## src/ctmc_pkg.sv

```systemverilog
// shared constants for the capture timer mode control block
package ctmc_pkg;
  // ---------------------------------------------------------------
  // register map (byte addresses)
  // ---------------------------------------------------------------
  localparam logic [7:0] CTMC_MODE_OFFSET    = 8'hbc;
  localparam logic [7:0] CTMC_COUNT_OFFSET   = 8'hc0;
  localparam logic [7:0] CTMC_FALLCAP_OFFSET = 8'hc4;
  localparam logic [7:0] CTMC_RISECAP_OFFSET = 8'hc8;
  localparam logic [7:0] CTMC_MODE_RESET     = 8'h00;
  localparam logic [7:0] CTMC_CAPTURE_RESET  = 8'h00;
  // ---------------------------------------------------------------
  // mode register fields
  // ---------------------------------------------------------------
  localparam int CTMC_FLAG_UPPER_BIT = 7;
  localparam int CTMC_FLAG_LOWER_BIT = 6;
  localparam int CTMC_OVF_IRQ_EN_BIT = 5;
  localparam int CTMC_EDGE_SEL_BIT   = 4;
  localparam int CTMC_CLEAR_LSB      = 2;
  localparam int CTMC_CLKSEL_LSB     = 0;
  // ---------------------------------------------------------------
  // field encodings and divide ratios
  // ---------------------------------------------------------------
  typedef enum logic [1:0] {
    CTMC_CLK_DIV64 = 2'h0,
    CTMC_CLK_DIV32 = 2'h1,
    CTMC_CLK_DIV2  = 2'h2,
    CTMC_CLK_SUB4  = 2'h3
  } ctmc_clksel_type;
  typedef enum logic [1:0] {
    CTMC_CLR_NONE = 2'h0,
    CTMC_CLR_FALL = 2'h1,
    CTMC_CLR_RISE = 2'h2,
    CTMC_CLR_BOTH = 2'h3
  } ctmc_clear_type;
  localparam int CTMC_DIV_SLOW   = 64;
  localparam int CTMC_DIV_MID    = 32;
  localparam int CTMC_DIV_FAST   = 2;
  localparam int CTMC_DIV_SUB    = 4;
  localparam logic [7:0] CTMC_COUNT_MAX = 8'hff;
endpackage

```

## src/ctmc_prescaler.sv

```systemverilog
// count enable generator: system clock taps and divided sub-clock
`timescale 1ns/1ps
module ctmc_prescaler
  import ctmc_pkg::*;
(
  // clock and reset
  input  wire logic                      clk,
  input  wire logic                      rstSyncN,
  // selection and sources
  input  wire ctmc_pkg::ctmc_clksel_type clockSel,
  input  wire logic                      subClock,
  // count enable
  output logic                           countTick
);
  import ctmc_pkg::*;

  // -------------------------------------------------------------
  // system clock divider
  // -------------------------------------------------------------
  localparam int DW = $clog2(CTMC_DIV_SLOW);
  logic [DW-1:0] divCount;
  logic [1:0]    subSync;
  logic          subPrev;
  logic [1:0]    subDiv;
  logic          subEdge;

  always_ff @(posedge clk or negedge rstSyncN) begin
    if (!rstSyncN) begin
      divCount <= '0;
    end else begin
      divCount <= divCount + 1'b1;
    end
  end

  // -------------------------------------------------------------
  // sub-clock: sampled, so it must be well below the system rate
  // -------------------------------------------------------------
  always_ff @(posedge clk or negedge rstSyncN) begin
    if (!rstSyncN) begin
      subSync <= 2'h0;
      subPrev <= 1'b0;
      subDiv  <= 2'h0;
    end else begin
      subSync <= {subSync[0], subClock};
      subPrev <= subSync[1];
      if (subEdge) begin
        subDiv <= subDiv + 1'b1;
      end
    end
  end

  assign subEdge = subSync[1] & ~subPrev;

  always_comb begin
    case (clockSel)
      CTMC_CLK_DIV64: countTick = (divCount == DW'(CTMC_DIV_SLOW - 1));
      CTMC_CLK_DIV32: countTick = (divCount[$clog2(CTMC_DIV_MID)-1:0] == 5'(CTMC_DIV_MID - 1));
      CTMC_CLK_DIV2:  countTick = (divCount[$clog2(CTMC_DIV_FAST)-1:0] == 1'(CTMC_DIV_FAST - 1));
      CTMC_CLK_SUB4:  countTick = subEdge && (subDiv == 2'(CTMC_DIV_SUB - 1));
      default:        countTick = 1'b0;
    endcase
  end
endmodule

```

## src/ctmc_timer.sv

```systemverilog
// capture timer: mode register, counter, edge clear, captures, overflow flags
//
// The APB interface to the registers was chosen for this implementation.
`timescale 1ns/1ps
// How it works
// - clock select picks system clock over 64, 32, 2, or sub-clock over 4
// - clear field: never, falling edge, rising edge, or both capture edges clear counter
// - capture interrupt fires on rising edge when select is zero, falling when one
// - mode register resets to zero: divide-by-64, no clear, rising edge, no overflow irq
// - flags set on counter wrap; cleared only by zero write after reading one
// - overflow interrupt enable gates the overflow interrupt request
// - falling and rising edges copy the counter into separate read-only captures
module ctmc_timer
  import ctmc_pkg::*;
(
  // clock and reset
  input  wire logic       clk,
  input  wire logic       reset_n,
  // apb slave
  input  wire logic       psel,
  input  wire logic       penable,
  input  wire logic       pwrite,
  input  wire logic [7:0] paddr,
  input  wire logic [31:0] pwdata,
  output logic [31:0]     prdata,
  output logic            pready,
  output logic            pslverr,
  // timer inputs
  input  wire logic       captureIn,
  input  wire logic       subClock,
  // interrupt requests
  output logic            captureIrq,
  output logic            overflowIrq
);
  import ctmc_pkg::*;

  // -------------------------------------------------------------
  // reset release
  // -------------------------------------------------------------
  logic [1:0] resetSync;
  logic       rstSyncN;
  always_ff @(posedge clk or negedge reset_n) begin
    if (!reset_n) begin
      resetSync <= 2'h0;
    end else begin
      resetSync <= {resetSync[0], 1'b1};
    end
  end
  assign rstSyncN = resetSync[1];

  // -------------------------------------------------------------
  // state
  // -------------------------------------------------------------
  logic [1:0]      overflowFlag;
  logic [1:0]      flagArmed;
  logic            ovfIrqEnable;
  logic            edgeSelect;
  ctmc_clear_type  clearSource;
  ctmc_clksel_type clockSel;
  logic [7:0]      count;
  logic [7:0]      fallCapture;
  logic [7:0]      riseCapture;
  logic [1:0]      capSync;
  logic            capPrev;
  logic            riseEdge;
  logic            fallEdge;
  logic            clearEvent;
  logic            countTick;
  logic            wrap;
  logic            setupPhase;
  logic            accessDone;
  logic            modeWrite;
  logic            modeLoad;
  logic            mapped;

  function automatic logic isMapped(input logic [7:0] addr);
    isMapped = (addr == CTMC_MODE_OFFSET) || (addr == CTMC_COUNT_OFFSET) ||
               (addr == CTMC_FALLCAP_OFFSET) || (addr == CTMC_RISECAP_OFFSET);
  endfunction

  // -------------------------------------------------------------
  // apb decode: data is sampled in setup, so every access takes two cycles
  // -------------------------------------------------------------
  assign setupPhase = psel && !penable;
  assign accessDone = psel && penable;
  assign mapped     = isMapped(paddr);
  assign modeWrite  = accessDone && pwrite && (paddr == CTMC_MODE_OFFSET);
  assign modeLoad   = setupPhase && !pwrite && (paddr == CTMC_MODE_OFFSET);
  assign pready     = accessDone;
  assign pslverr    = accessDone && !mapped;

  always_ff @(posedge clk or negedge rstSyncN) begin
    if (!rstSyncN) begin
      prdata <= 32'h0;
    end else if (setupPhase && !pwrite) begin
      case (paddr)
        CTMC_MODE_OFFSET:    prdata <= {24'h0, overflowFlag, 6'h00};
        CTMC_COUNT_OFFSET:   prdata <= {24'h0, count};
        CTMC_FALLCAP_OFFSET: prdata <= {24'h0, fallCapture};
        CTMC_RISECAP_OFFSET: prdata <= {24'h0, riseCapture};
        default:             prdata <= 32'h0;
      endcase
    end
  end

  // -------------------------------------------------------------
  // write-only control fields
  // -------------------------------------------------------------
  always_ff @(posedge clk or negedge rstSyncN) begin
    if (!rstSyncN) begin
      ovfIrqEnable <= CTMC_MODE_RESET[CTMC_OVF_IRQ_EN_BIT];
      edgeSelect   <= CTMC_MODE_RESET[CTMC_EDGE_SEL_BIT];
      clearSource  <= ctmc_clear_type'(CTMC_MODE_RESET[CTMC_CLEAR_LSB +: 2]);
      clockSel     <= ctmc_clksel_type'(CTMC_MODE_RESET[CTMC_CLKSEL_LSB +: 2]);
    end else if (modeWrite) begin
      ovfIrqEnable <= pwdata[CTMC_OVF_IRQ_EN_BIT];
      edgeSelect   <= pwdata[CTMC_EDGE_SEL_BIT];
      clearSource  <= ctmc_clear_type'(pwdata[CTMC_CLEAR_LSB +: 2]);
      clockSel     <= ctmc_clksel_type'(pwdata[CTMC_CLKSEL_LSB +: 2]);
    end
  end

  // -------------------------------------------------------------
  // overflow flags: a wrap in the clearing cycle keeps the flag set
  // -------------------------------------------------------------
  for (genvar i = 0; i < 2; i++) begin : g_flag
    localparam int BIT = CTMC_FLAG_LOWER_BIT + i;
    always_ff @(posedge clk or negedge rstSyncN) begin
      if (!rstSyncN) begin
        overflowFlag[i] <= CTMC_MODE_RESET[BIT];
      end else if (wrap) begin
        overflowFlag[i] <= 1'b1;
      end else if (modeWrite && !pwdata[BIT] && flagArmed[i]) begin
        overflowFlag[i] <= 1'b0;
      end
    end
    // armed with the very value loaded into prdata, so a wrap mid-read cannot arm or disarm
    always_ff @(posedge clk or negedge rstSyncN) begin
      if (!rstSyncN) begin
        flagArmed[i] <= 1'b0;
      end else if (modeLoad && overflowFlag[i]) begin
        flagArmed[i] <= 1'b1;
      end else if (modeWrite && !pwdata[BIT]) begin
        flagArmed[i] <= 1'b0;
      end
    end
  end

  // -------------------------------------------------------------
  // capture input sync and edges
  // -------------------------------------------------------------
  always_ff @(posedge clk or negedge rstSyncN) begin
    if (!rstSyncN) begin
      capSync <= 2'h0;
      capPrev <= 1'b0;
    end else begin
      capSync <= {capSync[0], captureIn};
      capPrev <= capSync[1];
    end
  end
  assign riseEdge = capSync[1] & ~capPrev;
  assign fallEdge = ~capSync[1] & capPrev;

  always_comb begin
    case (clearSource)
      CTMC_CLR_NONE: clearEvent = 1'b0;
      CTMC_CLR_FALL: clearEvent = fallEdge;
      CTMC_CLR_RISE: clearEvent = riseEdge;
      CTMC_CLR_BOTH: clearEvent = riseEdge | fallEdge;
      default:       clearEvent = 1'b0;
    endcase
  end

  // -------------------------------------------------------------
  // counter and captures: a clear beats a tick in the same cycle
  // -------------------------------------------------------------
  ctmc_prescaler u_prescaler (
    .clk       (clk),
    .rstSyncN  (rstSyncN),
    .clockSel  (clockSel),
    .subClock  (subClock),
    .countTick (countTick)
  );

  assign wrap = countTick && !clearEvent && (count == CTMC_COUNT_MAX);

  always_ff @(posedge clk or negedge rstSyncN) begin
    if (!rstSyncN) begin
      count <= 8'h00;
    end else if (clearEvent) begin
      count <= 8'h00;
    end else if (countTick) begin
      count <= count + 8'h01;
    end
  end

  always_ff @(posedge clk or negedge rstSyncN) begin
    if (!rstSyncN) begin
      fallCapture <= CTMC_CAPTURE_RESET;
      riseCapture <= CTMC_CAPTURE_RESET;
    end else begin
      if (fallEdge) begin
        fallCapture <= count;
      end
      if (riseEdge) begin
        riseCapture <= count;
      end
    end
  end

  always_ff @(posedge clk or negedge rstSyncN) begin
    if (!rstSyncN) begin
      captureIrq  <= 1'b0;
      overflowIrq <= 1'b0;
    end else begin
      captureIrq  <= edgeSelect ? fallEdge : riseEdge;
      overflowIrq <= wrap && ovfIrqEnable;
    end
  end
endmodule

```

## config.mk

```make
export PLATFORM = sky130hd
export DESIGN_NAME = ctmc_timer
export DESIGN_NICKNAME = d
export VERILOG_FILES = /design/src/ctmc_pkg.sv /design/src/ctmc_prescaler.sv /design/src/ctmc_timer.sv
export SDC_FILE = /design/constraint.sdc
export NUM_CORES = 1
export LEC_CHECK = 0
export BUFFER_PORTS_ARGS = -buffer_cell sky130_fd_sc_hd__buf_2
export CELL_PAD_IN_SITES_DETAIL_PLACEMENT = 0
export CELL_PAD_IN_SITES_GLOBAL_PLACEMENT = 1
export CORE_UTILIZATION = 38
export CTS_BUF_LIST = sky130_fd_sc_hd__clkbuf_8
export CTS_CLUSTER_DIAMETER = 120
export DETAILED_ROUTE_END_ITERATION = 8
export GPL_TIMING_DRIVEN = 0
export PLACE_DENSITY = 0.82
export SLEW_MARGIN = 20
export SYNTH_ARGS = -nofsm -noshare
export SYNTH_HDL_FRONTEND = slang
export SYNTH_SLANG_ARGS = --single-unit
```

## constraint.sdc

```tcl
create_clock -name clk -period 1.65 [get_ports clk]
set_input_delay 0.33 -clock clk [delete_from_list [all_inputs] [get_ports clk]]
set_output_delay 0.33 -clock clk [all_outputs]
set_load 0.02 [all_outputs]
```

-- Word-level counts from Yosys, hierarchy flattened
Cells that the tools add are included.
- logic and storage cells: 92
- memories kept: 0
- bits in latches: 0
- register bits after elaboration: 84
- RAM bits: 0
- bits in read-only memories: 0
- output and inout port bits: 36
- input port bits: 47
- shifts and indexed selects: 0
- reduce and logical (&&, ||, !) cells: 33
- add/sub/neg operators: 3
- multipliers: 0
- multiplexer cells: 14
- eq/ne operators: 14
- divide/modulo/power cells: 0
- bitwise operators: 7
- order comparisons: 0
- operators by type and width (cell ; count):
    $eq A8 B8 Y1 const B ; 5
    $pmux W8 S4 ; 1
    $logic_and A1 B1 Y1 ; 17
    $mux W8 ; 2
    $eq A2 B2 Y1 const B ; 5
    $reduce_bool A2 Y1 ; 5
    $mux W1 ; 9
    $add A8 B1 Y8 const B ; 1
    $pmux W1 S4 ; 2
    $add A6 B1 Y6 const B ; 1
    $eq A6 B6 Y1 const B ; 1
    $logic_not A1 Y1 ; 6
    $eq A5 B5 Y1 const B ; 1
    $eq A2 B1 Y1 const B ; 2
    $logic_not A2 Y1 ; 2
    $and A1 B1 Y1 ; 3
    $logic_or A1 B1 Y1 ; 3
    $not A1 Y1 ; 3
    $add A2 B1 Y2 const B ; 1
    $or A1 B1 Y1 ; 1

-- Depth between registers and ports, before layout
- depth after elaboration: 8
- mapped depth: 8
- gate-level depth less buffers: 7

-- Hierarchy
From an unflattened synthesis, not the netlist that was laid out.
- cell total of the unflattened synthesis: 238
- area total of the unflattened synthesis: 2845.2 µm²
- modules (own cells, without submodules) (module ; cells an instance ; area each (µm²) ; times used):
    ctmc_timer ; 207 ; 2416.1 ; 1
    ctmc_prescaler ; 31 ; 429.2 ; 1

-- Worst setup path before layout
Ideal clock, no wire load.
- kind: register to register
- start point: register u_prescaler.divCount[0]
- end point: register overflowIrq
- setup time: 96 ps
- stages on the path, launching flop included: 9
- data arrival time: 1816 ps
- data required time: 1554 ps
- clock period less this slack: 1912 ps
- setup slack: -262 ps
- cells stage by stage: dfrtp_1 ha_1 and3_2 ha_1 inv_1 o221a_2 buf_2 or2_4 nor4_2
- longest elaborated chain between the ends: 5
- elaborated cells between the ends (all ways): 6
- classes of those cells: eq/ne: 2; mux: 1; reduce/logical: 3
- RTL lines (element ; line ; source):
    start, declared ; ctmc_prescaler.sv:21 ; logic [DW-1:0] divCount;
    start signal, assigned ; ctmc_prescaler.sv:31 ; divCount <= divCount + 1'b1;
    $eq A6 B6 Y1 / $eq A5 B5 Y1 (equally long branches) ; ctmc_prescaler.sv:56, ctmc_prescaler.sv:57 ;
    $pmux W1 S4 (*) ; ctmc_prescaler.sv:55 ; case (clockSel)
    $logic_and A1 B1 Y1 (*) (2 in a row) ; ctmc_timer.sv:185 ; assign wrap = countTick && !clearEvent && (count == CTMC_COUNT_MAX);
    $logic_and A1 B1 Y1 (*) ; ctmc_timer.sv:217 ; overflowIrq <= wrap && ovfIrqEnable;
    end signal, assigned ; ctmc_timer.sv:217 ;
    end, declared ; ctmc_timer.sv:33 ; output logic overflowIrq
Mark *: on every way between the ends. The rest lies on a longest branch, timed or not.
A chain may end at the register's enable or synchronous reset.

-- Worst setup path in the final report
- start point: register u_prescaler.divCount[0]
- end point: register count[3]
- longest elaborated chain between the ends: 3
- elaborated cells between the ends (all ways): 4
- classes of those cells: eq/ne: 2; mux: 1; reduce/logical: 1
- RTL lines (element ; line ; source):
    $eq A6 B6 Y1 / $eq A5 B5 Y1 (equally long branches) ; ctmc_prescaler.sv:56, ctmc_prescaler.sv:57 ;
    $pmux W1 S4 (*) ; ctmc_prescaler.sv:55 ;
    $reduce_bool A2 Y1 (no line) (*) ; -- ;
    end signal, assigned ; ctmc_timer.sv:193 ; count <= count + 8'h01;
    end, declared ; ctmc_timer.sv:60 ; logic [7:0] count;
Marks and branches as above.

==> results.tsv <==
metric	value	unit
worst slack at placement	-0.317	ns
unrepaired setup endpoints after global routing	yes	
largest net degree at the start of global routing	59	
Crit path max-delay family	simple AND/OR/NAND/NOR gates	
GP Congestion	0.736	
Tot GR Track Use	15.2	%
Ys Warns	0	
post-synth top area share	50.9	%
initial antenna violation count	0	
slowest CP cell	dfrtp_1	
final setup skew	0.00479	ns
TritonCTS Buffers	9	
first-pass iteration count of the detailed router	4	
hold_ws	0.100	ns
final hold violation count	0	
Peak Freq	0.537	GHz
pwr dens	1000	nW/um^2
PnR worst setup slack	-0.212	ns
Die X	90.1	um
Max Cap Viol	0	
H-tree levels	3	
synth unique cells	49	
clk sinks	60	
first-pass GRT wire length	9740	um
CTS tree	yes	
top_reg_cell synth	dfrtp_1	
Async SR Flop Fraction	100	%
nets	383	
mean post-synth cell area	11.7	um^2
Synth area leaders	dfrtp_1 (51%), mux2_2 (8.8%), buf_4 (6.1%)	
Die Span Y	90.1	um
Cell Area, Placed	3380	um^2
root buffer cell	clkbuf_8	
DRC violation total after the first TritonRoute iteration	69	
Setup crit end kind	flop	
Rows	31	
worst-skew pair later-pin latency	0.34	ns
EDFF count, synth	0	
wire per inst	13.1	um
Largest stage delay, worst path	0.37	ns
critical path required time	1.91	ns
share of cells above drive strength 1	43.0	%
post-route design area	3840	um^2
die area	8120	um^2
crit path time final	1.86	ns
peak supply drop	752	uV
CP arrival	2.12	ns
count leader, synth	dfrtp_1	
Syn Inst Count	252	
Final setup viols	12	
clk buf depth	2	
synth cell count leaders	dfrtp_1 (60), buf_4 (24), mux2_2 (23), nand2_1 (20), o21ai_0 (14)	
part of the cycle the worst path needs	113	%
post-synthesis sequential area ratio	50.9	%
Seq cells post-synth	60	
DRC Markers	0	
Setup CP Type	reg -> reg	
global route total overflow	0	
Max-slew headroom	51.6	%
Port Buffers	32	
worst hold-check path type	in -> reg	
I/O pin count	83	
Ant. Diodes	0	
routed via count	2086	
area leader, netlist	dfrtp_1	
total buffers and inverters traversed by the critical path	2	
status	finished with violations	
Total Wirelength	5680	um
DP HPWL	3770	um
crit path launch type	flop	
worst slew pin tran	0.726	ns
Syn Std Cell Area	2950	um^2
Slew Limit Fails	0	
Initial Util	40.0	%
Routed Antenna Nets	0	
Area Growth Syn to Fin	30.1	%
Leakage	0.00177	uW
CP cell instances	ha_2 > and3_4 > ha_4 > inv_2 > o221a_4 > buf_8 > nor4b_4 > mux2i_1	
vias in the first global route	2078	
failing checks	negative setup slack	
Worst-path clk slew	0.06	ns
core footprint	7370	um^2
critical path peak fanout	6	
vias per cell	4.81	
[per-stage QoR]
| stage | std cells | power (uW) | TNS [ns] | util (%) |
|---|---|---|---|---|
| 2_1_floorplan | 275 | 2300 | -1.11 | - |
| 3_3_place_gp | 406 | 2430 | -4.04 | 45.9 |
| 3_5_place_dp | 406 | 2460 | -4.79 | 45.9 |
| 4_1_cts | 429 | 3820 | -1.75 | 50.7 |
| 5_1_grt | 434 | 4050 | -2.84 | 52.1 |
| 6_report | 434 | 3840 | -1.92 | 52.1 |
[metal layers]
metal	global-route usage [%]	wire length, um	share of wire (%)
met1	18.3	2490	44
met2	25.6	2840	50
met3	4.91	274	4.8
met4	5.11	74	1.3
met5	0	0	0
[layout make-up]
class / instances / area [um^2]
fill: 660 / 3530
sequential: 60 / 1510
multi-input combinational: 172 / 1420
timing repair buffer: 45 / 307
buffer: 32 / 240
clock buffer: 11 / 151
tap: 99 / 124
clock inverter: 5 / 51.3
inverter: 10 / 37.5
[report_power, final]
group / internal [uW] / total (uW) / switching (uW)
sequential: 1670 / 1880 / 212
clock: 768 / 1320 / 552
combinational: 340 / 640 / 299
total: 2780 / 3840 / 1060
[cells by family after synthesis]
kind of cell | after synthesis | synth area share [%]
AOI/OAI and AO/OA | 43 | 10.1
xor gates and xnor gates | 4 | 1.19
adders and majority gates | 6 | 2.55
buffers and inverters | 43 | 9.21
DFF | 60 | 50.9
muxes | 33 | 12.2
other | 2 | 0.255
and+or+nand+nor | 61 | 13.7
[timing repair]
item                                    CTS  global route
hold buffers                              1             0
gates cloned                              1             0
hold endpoints to repair                  2             0
endpoints found under the setup margin   12            12
pin swaps                                 7            10
buffers inserted                          6             5
gates resized for setup                  12            11
[layout by cell type, fill, tap and decap left out, drive strengths merged, types with 3 or more instances in the layout]
cell type	count
a21oi	6
a22o	6
buf	73
clkbuf	13
conb	25
dfrtp	60
ha	6
inv	11
mux2	23
mux2i	10
nand2	20
nand3	8
nand3b	4
nor2b	3
nor4	3
o21ai	15
o31ai	4
or4	4
[registers in the layout, indices dropped and copies added (netlist names)]
signal,cells
count,8
fallCapture,8
prdata,8
riseCapture,8
u_prescaler.divCount,6
capSync,2
clearSource,2
clockSel,2
flagArmed,2
overflowFlag,2
resetSync,2
u_prescaler.subDiv,2
u_prescaler.subSync,2
capPrev,1
captureIrq,1
edgeSelect,1
overflowIrq,1
ovfIrqEnable,1
u_prescaler.subPrev,1
[worst reg2reg max path: cells and delay by family (launching register included)]
family | cells | cell delay (ns)
buf+inv | 2 | 0.17
mux | 1 | 0.21
compound gates | 1 | 0.28
simple gates | 2 | 0.44
flops | 1 | 0.37
fa+ha+maj | 2 | 0.32
[final timing paths]
path	start	to	slack, ns	cells past startpoint
hold / removal	subClock	u_prescaler.subSync[0]$_DFF_PN0_	0.10	1
setup reg to reg	u_prescaler.divCount[0]$_DFF_PN0_	count[3]$_DFFE_PN0P_	-0.21	8
setup / recovery	u_prescaler.divCount[0]$_DFF_PN0_	count[3]$_DFFE_PN0P_	-0.21	8
max in group asynchronous	resetSync[1]$_DFF_PN0_	count[2]$_DFFE_PN0P_	0.74	0
min in group asynchronous	reset_n	resetSync[1]$_DFF_PN0_	0.32	2
hold reg to reg	resetSync[0]$_DFF_PN0_	resetSync[1]$_DFF_PN0_	0.35	0
(Power assumes the default switching activity.)
